===== src/rtl/pbr_pkg.sv =====
// Purpose: Constants and types for the byte-mode reverse channel host engine
// Assumes: 25 MHz system clock, all pin inputs asynchronous to it
// Notes: Operation list follows
// Operation
// - Eight bidirectional data lines carry one whole byte per reverse transfer.
// - In reverse transfer the ack line qualifies the byte and the host samples under it.
// - In reverse idle an ack low-then-high pulse announces data and is an interrupt event.
// - The host holds init high throughout byte mode, and select-in high except to abort.
// - The host pulses strobe low per transfer and the peripheral must not latch on it.
// - The host drives autofeed low when ready to accept a reverse byte.
// - The host drives autofeed high to acknowledge a byte it has taken.
// - After a transfer, autofeed low with no data available enters reverse idle.
// - In idle the host raises autofeed on an ack low pulse to resume reverse transfer.
// - Raising autofeed while select-in is low aborts idle back to compatibility mode.
// - An output sets the direction of the data pins and any external buffer.
package pbr_pkg;

  // Host-side phases, Gray coded in listed order
  typedef enum logic [2:0] {
    PBR_COMPAT = 3'h0,
    PBR_WAIT_ACK = 3'h1,
    PBR_TAKE = 3'h3,
    PBR_WAIT_REL = 3'h2,
    PBR_STROBE = 3'h6,
    PBR_IDLE = 3'h7,
    PBR_ABORT = 3'h5
  } pbr_state_type;

  // Strobe pulse and settle time in ns, counts rounded up to whole cycles
  localparam int PBR_CLK_NS = 40;
  localparam int PBR_STROBE_NS = 500;
  localparam int PBR_STROBE_CYC = (PBR_STROBE_NS + PBR_CLK_NS - 1) / PBR_CLK_NS;
  localparam int PBR_SETTLE_NS = 200;
  localparam int PBR_SETTLE_CYC = (PBR_SETTLE_NS + PBR_CLK_NS - 1) / PBR_CLK_NS;
  localparam int PBR_CNT_W = 5;

  // Reset levels of the outputs
  localparam logic PBR_RST_AUTOFD_N = 1'h1;
  localparam logic PBR_RST_STROBE_N = 1'h1;
  localparam logic PBR_RST_SELIN_N = 1'h1;
  localparam logic PBR_RST_INIT_N = 1'h1;
  localparam logic PBR_RST_BUF_DIR_IN = 1'h0;

  // Input sync indices
  localparam int PBR_IN_ACK = 0;
  localparam int PBR_IN_FAULT = 1;
  localparam int PBR_IN_PERR = 2;
  localparam int PBR_IN_BUSY = 3;
  localparam int PBR_IN_SEL = 4;
  localparam int PBR_IN_W = 5;

endpackage


===== src/rtl/pbr_sync.sv =====
// Purpose: Two-flop synchroniser for a bundle of asynchronous pin levels
// Assumes: Inputs are quasi-static levels, one clock domain
// Notes: First stage is read only by the second stage
`timescale 1ns/10ps
module pbr_sync #(
  parameter int WIDTH = 8,
  parameter logic [WIDTH-1:0] RST_VAL = '0
) (
  input wire logic clk_sys_i,
  input wire logic sys_rst_i,
  input wire logic [WIDTH-1:0] async_i,
  output logic [WIDTH-1:0] sync_o
);

  logic [WIDTH-1:0] meta_reg;
  logic [WIDTH-1:0] sync_reg;

  // Two stages per bit, reset to the idle pin levels
  always_ff @(posedge clk_sys_i) begin
    if (sys_rst_i) begin
      meta_reg <= RST_VAL;
      sync_reg <= RST_VAL;
    end else begin
      meta_reg <= async_i;
      sync_reg <= meta_reg;
    end
  end

  assign sync_o = sync_reg;

endmodule // pbr_sync


===== src/rtl/pbr_host.sv =====
// Purpose: Host end of the byte-mode reverse channel pin handshake
// Assumes: Peripheral keeps its own handshake duties; pins are asynchronous
// Notes: Single clock, no register interface; control comes on plain ports
`timescale 1ns/10ps
module pbr_host
  import pbr_pkg::*;
#(
  parameter int DATA_W = 8,
  parameter int STROBE_CYC = PBR_STROBE_CYC,
  parameter int SETTLE_CYC = PBR_SETTLE_CYC
) (
  input wire logic clk_sys_i,
  input wire logic sys_rst_i,
  // User side
  input wire logic byte_mode_i,
  input wire logic rx_ready_i,
  input wire logic abort_i,
  output logic [DATA_W-1:0] rx_data_o,
  output logic rx_valid_o,
  output logic data_avail_irq_o,
  output logic fwd_busy_o,
  output logic ext_response_o,
  output logic rev_idle_o,
  output logic compat_o,
  // Pins
  input wire logic [DATA_W-1:0] data_pin_i,
  output logic [DATA_W-1:0] data_pin_o,
  output logic data_pin_oe_n_o,
  input wire logic busy_i,
  input wire logic select_i,
  input wire logic ack_n_i,
  input wire logic fault_n_i,
  input wire logic perror_i,
  output logic init_n_o,
  output logic strobe_n_o,
  output logic select_in_n_o,
  output logic autofd_n_o,
  output logic buf_dir_in_o
);

  pbr_state_type state_reg, state_next;
  logic [PBR_CNT_W-1:0] cnt_reg, cnt_next;
  logic [DATA_W-1:0] data_reg, data_next;
  logic [DATA_W-1:0] dsync_meta_reg;
  logic [DATA_W-1:0] dsync_reg;
  logic rx_valid_reg, rx_valid_next;
  logic irq_reg, irq_next;
  logic autofd_reg, autofd_next;
  logic strobe_reg, strobe_next;
  logic selin_reg, selin_next;
  logic dir_in_reg, dir_in_next;
  logic busy_reg, ext_reg;
  logic ack_dly_reg;
  logic [PBR_IN_W-1:0] pins_async;
  logic [PBR_IN_W-1:0] pins_sync;
  logic ack_s, fault_s, perr_s;
  logic ack_rise;
  logic cnt_done;
  logic data_avail;

  // Control pins gathered for one synchroniser; idle levels are high for ack, fault and perror, low for busy and select
  assign pins_async = {select_i, busy_i, perror_i, fault_n_i, ack_n_i};

  pbr_sync #(
    .WIDTH(PBR_IN_W),
    .RST_VAL(5'h07)
  ) u_sync (
    .clk_sys_i(clk_sys_i),
    .sys_rst_i(sys_rst_i),
    .async_i(pins_async),
    .sync_o(pins_sync)
  );

  assign ack_s = pins_sync[PBR_IN_ACK];
  assign fault_s = pins_sync[PBR_IN_FAULT];
  assign perr_s = pins_sync[PBR_IN_PERR];
  assign ack_rise = ack_s & ~ack_dly_reg;
  assign cnt_done = (cnt_reg == '0);
  // Data available needs fault low; error mirrors fault once requested
  assign data_avail = ~fault_s;

  // Data bus sync; bytes are taken SETTLE_CYC cycles after the synchronised ack is first seen low
  always_ff @(posedge clk_sys_i) begin
    if (sys_rst_i) begin
      dsync_meta_reg <= '0;
      dsync_reg <= '0;
      ack_dly_reg <= 1'h1;
      busy_reg <= 1'h0;
      ext_reg <= 1'h0;
    end else begin
      dsync_meta_reg <= data_pin_i;
      dsync_reg <= dsync_meta_reg;
      ack_dly_reg <= ack_s;
      busy_reg <= pins_sync[PBR_IN_BUSY];
      ext_reg <= pins_sync[PBR_IN_SEL];
    end
  end

  // Phase sequencing
  always_comb begin
    state_next = state_reg;
    cnt_next = cnt_done ? cnt_reg : cnt_reg - 1'b1;
    data_next = data_reg;
    rx_valid_next = 1'b0;
    irq_next = 1'b0;
    autofd_next = autofd_reg;
    strobe_next = strobe_reg;
    selin_next = selin_reg;
    dir_in_next = dir_in_reg;
    if (!byte_mode_i) begin
      state_next = PBR_COMPAT;
      autofd_next = PBR_RST_AUTOFD_N;
      strobe_next = PBR_RST_STROBE_N;
      selin_next = PBR_RST_SELIN_N;
      dir_in_next = PBR_RST_BUF_DIR_IN;
    end else begin
      case (state_reg)
        PBR_COMPAT: begin
          selin_next = 1'b1;
          dir_in_next = 1'b1;
          strobe_next = 1'b1;
          if (rx_ready_i) begin
            autofd_next = 1'b0;
            state_next = PBR_WAIT_ACK;
          end
        end
        PBR_WAIT_ACK: begin
          if (abort_i) begin
            selin_next = 1'b0;
            state_next = PBR_ABORT;
          end else if (!ack_s && perr_s == fault_s) begin
            // Count ends at zero, so load one less for a full SETTLE_CYC wait
            cnt_next = PBR_CNT_W'(SETTLE_CYC - 1);
            state_next = PBR_TAKE;
          end else if (!data_avail && ack_s) begin
            state_next = PBR_IDLE;
          end
        end
        PBR_TAKE: begin
          if (cnt_done) begin
            data_next = dsync_reg;
            rx_valid_next = 1'b1;
            autofd_next = 1'b1;
            state_next = PBR_WAIT_REL;
          end
        end
        PBR_WAIT_REL: begin
          if (ack_s) begin
            strobe_next = 1'b0;
            // Low for exactly STROBE_CYC cycles, including the terminal count
            cnt_next = PBR_CNT_W'(STROBE_CYC - 1);
            state_next = PBR_STROBE;
          end
        end
        PBR_STROBE: begin
          if (cnt_done) begin
            strobe_next = 1'b1;
            state_next = PBR_COMPAT;
          end
        end
        PBR_IDLE: begin
          if (abort_i) begin
            selin_next = 1'b0;
            state_next = PBR_ABORT;
          end else if (ack_rise) begin
            irq_next = 1'b1;
            autofd_next = 1'b1;
            state_next = PBR_COMPAT;
          end
        end
        PBR_ABORT: begin
          autofd_next = 1'b1;
          dir_in_next = 1'b0;
          if (!abort_i) begin
            state_next = PBR_COMPAT;
          end
        end
        default: begin
          state_next = PBR_COMPAT;
        end
      endcase
    end
  end

  // State and output flops
  always_ff @(posedge clk_sys_i) begin
    if (sys_rst_i) begin
      state_reg <= PBR_COMPAT;
      cnt_reg <= '0;
      data_reg <= '0;
      rx_valid_reg <= 1'b0;
      irq_reg <= 1'b0;
      autofd_reg <= PBR_RST_AUTOFD_N;
      strobe_reg <= PBR_RST_STROBE_N;
      selin_reg <= PBR_RST_SELIN_N;
      dir_in_reg <= PBR_RST_BUF_DIR_IN;
    end else begin
      state_reg <= state_next;
      cnt_reg <= cnt_next;
      data_reg <= data_next;
      rx_valid_reg <= rx_valid_next;
      irq_reg <= irq_next;
      autofd_reg <= autofd_next;
      strobe_reg <= strobe_next;
      selin_reg <= selin_next;
      dir_in_reg <= dir_in_next;
    end
  end

  // Status flops for the user side
  logic idle_reg, compat_reg;
  always_ff @(posedge clk_sys_i) begin
    if (sys_rst_i) begin
      idle_reg <= 1'b0;
      compat_reg <= 1'b1;
    end else begin
      idle_reg <= (state_next == PBR_IDLE);
      compat_reg <= ~byte_mode_i | (state_next == PBR_ABORT);
    end
  end

  // Host never drives data in reverse byte mode; enable stays inactive high
  logic oe_n_reg;
  always_ff @(posedge clk_sys_i) begin
    if (sys_rst_i) begin
      oe_n_reg <= 1'b1;
    end else begin
      oe_n_reg <= 1'b1;
    end
  end

  assign rx_data_o = data_reg;
  assign rx_valid_o = rx_valid_reg;
  assign data_avail_irq_o = irq_reg;
  assign fwd_busy_o = busy_reg;
  assign ext_response_o = ext_reg;
  assign rev_idle_o = idle_reg;
  assign compat_o = compat_reg;
  assign data_pin_o = '0;
  assign data_pin_oe_n_o = oe_n_reg;
  assign init_n_o = PBR_RST_INIT_N;
  assign strobe_n_o = strobe_reg;
  assign select_in_n_o = selin_reg;
  assign autofd_n_o = autofd_reg;
  assign buf_dir_in_o = dir_in_reg;

endmodule // pbr_host


===== config.mk =====
export PLATFORM = sky130hd
export DESIGN_NAME = pbr_host
export DESIGN_NICKNAME = d
export VERILOG_FILES = /design/src/rtl/pbr_pkg.sv /design/src/rtl/pbr_sync.sv /design/src/rtl/pbr_host.sv
export SDC_FILE = /design/constraint.sdc
export NUM_CORES = 1
export LEC_CHECK = 0
export ABC_AREA = 1
export ABC_CLOCK_PERIOD_IN_PS = 1600
export BUFFER_PORTS_ARGS = -buffer_cell sky130_fd_sc_hd__buf_2
export CAP_MARGIN = 20
export CORE_AREA = 10 10 87 119
export DETAILED_ROUTE_END_ITERATION = 16
export DIE_AREA = 0 0 97 129
export PLACE_DENSITY = 0.51
export SYNTH_ARGS = -nofsm -noshare
export SYNTH_HDL_FRONTEND = slang
export SYNTH_SLANG_ARGS = --single-unit

===== constraint.sdc =====
create_clock -name clk_sys_i -period 1.6 [get_ports clk_sys_i]
set_input_delay 0.08 -clock clk_sys_i [delete_from_list [all_inputs] [get_ports clk_sys_i]]
set_output_delay 0.08 -clock clk_sys_i [all_outputs]
set_load 0.01 [all_outputs]

==> results.md <==
* Status: finished with violations
* Failing checks: hold timing
* Starting DRT DRC Count at 79
* Drt pass-1 iters at 4
* Vias per inst at 3.87
* Area growth from synthesis to layout at 28.2%
* Worst setup endpoint: compat_o
* Clock buffer depth at 2
* Slowest cell on crit path: dfxtp_1
* Setup crit start kind: flip-flop
* Total Wirelength at 4300 um
* Mapped Cells at 263
* Postcts setup bufs at 0
* Cell Pwr Density at 1240 nW/um2
* IO Count at 46
* Share of cells above drive strength 1 at 19.2%
* Top cell type's share of synthesized area at 53.0%
* Sw frac at 25.8%
* Fin nets at 331
* # rows at 39
* Seq cells post-synth at 53
* TritonCTS clock tree: built
* Most used cells in the layout excluding fill and tap cells: nor2_1, dfxtp_1, nand2_1
* Clock Power Share at 38.0%
* Leakage power at 1.22 nW
* Htree depth at 2
* Critical Path Start: cnt_reg[0]
* FMAX at 690 MHz
* DR vias at 1,608
* R2r startpoint: cnt_reg[0]
* Min Hold Slack at -1.12 ps
* Post-Layout Inst Area at 2570 um2
* Die area at 12,500 um2
* Initial Util at 24.6%
* Congestion Overflow GR at 0
* Psw at 0.821 mW
* First-pass GRT wire length at 7480 um
* Post-synth ARST share at 0%
* # setup viols final at 0
* Reg2Reg Setup Slack at 150 ps
* Vias in the first global route at 1,705
* HPWL after DPL at 3260 um
* Worst VDD drop at 0.000593 V
* Post-route setup slack at 151 ps
* Clock skew at 4.70 ps
* DR WL/cell at 10.4 um
* Area contributors post-synth: dfxtp_1, nor2_1, nand2_1
* Main synth FF type: dfxtp_1
* Post-Syn Area at 2000 um2
* Antenna Cells at 0
* TritonCTS Sinks at 53
* Post-route setup TNS at 0 ps
* Top cell type by total area after synthesis: dfxtp_1
* Cells after DPL at 395
* Clock slew at reported path FFs at 70 ps
* Fin util at 31.5%
* Number of flops mapped to enable cells by yosys at 0
* Crit Path Class: reg2reg
* Syn Area/Cell at 7.61 um2
* Largest net degree at the start of global routing at 18
* GRT Total Usage at 7.14%
* Period utilization at 90.6%
* Min Tclk post-route at 1450 ps
* HP Class: in2reg
* Placed cell area at 2260 um2
* Layout Cells excl Fill at 415
* Core Region at 8150 um2
* Fillers at 889
* CP cell instances: inv_1 > ha_2 > nand3_4 > nand2_1 > nand3_1 > nor2_1 > nor2_1 > nand3_1 > nand2_1
* Internal Dissipation at 2.36 mW
* Die X at 97 um
* Seq/Total Area, Yosys at 53.0%
* Worst-Skew Late Latency at 290 ps
* Distinct cell type count after synthesis at 23
* Worst reg2reg path endpoint: compat_o
* Max-Cap Viols at 0
* GP Congestion at 0.771
* Place WS at 44.9 ps
* Combinational power share at 16.7%
* Tot Pwr at 3.18 mW
* CTS root buffer: clkbuf_16
* Worst path arrival time at 1610 ps
* Crit path required time at 1770 ps
* Yosys Warn Count at 0
* IO buf count at 35
* Commonest non-fill, non-tap cell in the layout: nor2_1
* Chip Height at 129 um
* Worst r2r path cells at 9
* # DRC at 0
* CP Capture Type: flip-flop
* CP max FO at 6
* Unrepaired setup endpoints after global routing: no
* Final Hold Viols at 1
* Max-slew violations at 0
* CP max stage delay at 300 ps
* Initial antenna violation count at 0
* Detail Route Antenna Nets at 0
* Clock buffer count from CTS at 5
* Sequential Power Share at 45.3%
## critical path: cells and delay by family (launching register included)
family	cells	cell delay [ps]
buffers and inverters	1	110
adders and majority gates	1	240
DFF	1	300
and+or+nand+nor	7	680
## cell families (layout without fill, tap and decap cells)
logic type / after synthesis / after routing / share of synthesized area (%)
XOR/XNOR: 2 / 2 / 0.875
AO/OA/AOI/OAI: 22 / 22 / 6.00
other: 2 / 10 / 0.375
adder cells (fa/ha/maj): 1 / 1 / 0.625
AND/OR/NAND/NOR: 128 / 128 / 26.9
flip-flops: 53 / 53 / 53.0
buffers and inverters: 55 / 97 / 12.2
## worst min-delay path by stage
stage | from | to | slack, ps | cells past startpoint
after floorplan | ack_n_i | u_sync.meta_reg[0] | 180 | 1
after global placement | perror_i | u_sync.meta_reg[2] | 270 | 2
after detailed placement | perror_i | u_sync.meta_reg[2] | 270 | 2
after CTS | select_i | u_sync.meta_reg[4] | 1 | 3
after global routing | select_i | u_sync.meta_reg[4] | 20 | 3
final | select_i | u_sync.meta_reg[4] | -1 | 3
## synth_stat cells, types with 2 or more instances
library cell and number:
nand4_1 2, nor3_1 2, nor2_1 62, inv_1 39
buf_4 10, o21ai_0 16, nand3_1 9, conb_1 2
clkbuf_1 5, or2_2 6, a21oi_1 2, nand2_1 43
o211ai_1 3, dfxtp_1 53
## power groups by stage
stage,clock network [mW],registers [mW],logic (mW)
4_1_cts,1.24,1.44,0.501
2_1_floorplan,0,1.47,0.385
3_3_place_gp,0,1.47,0.463
3_5_place_dp,0,1.47,0.475
5_1_grt,1.31,1.45,0.619
6_report,1.21,1.44,0.531
## timing repair
action	CTS	global route
endpoints found under the setup margin	0	13
gates resized for setup	0	8
endpoints found under the hold margin	12	0
hold buffers	12	0
## per-layer routing
metal	track usage, %	vias to the layer above	wire length [um]
met5	0	-	0
met4	4.18	0	106
met3	1.71	6	151
met2	13.3	32	2250
met1	7.09	697	1800
li1	-	873	-
## cell type report
class / instances / area (um2) / area share [%]
Clock inverter: 3 / 43.8 / 1.71
Clock buffer: 5 / 125 / 4.87
Inverter: 40 / 154 / 5.99
Tap cell: 102 / 128 / 4.97
Multi-Input combinational cell: 163 / 744 / 29.0
Timing Repair Buffer: 49 / 310 / 12.1
Sequential cell: 53 / 1060 / 41.4
Power figures use the tool's default switching activity.
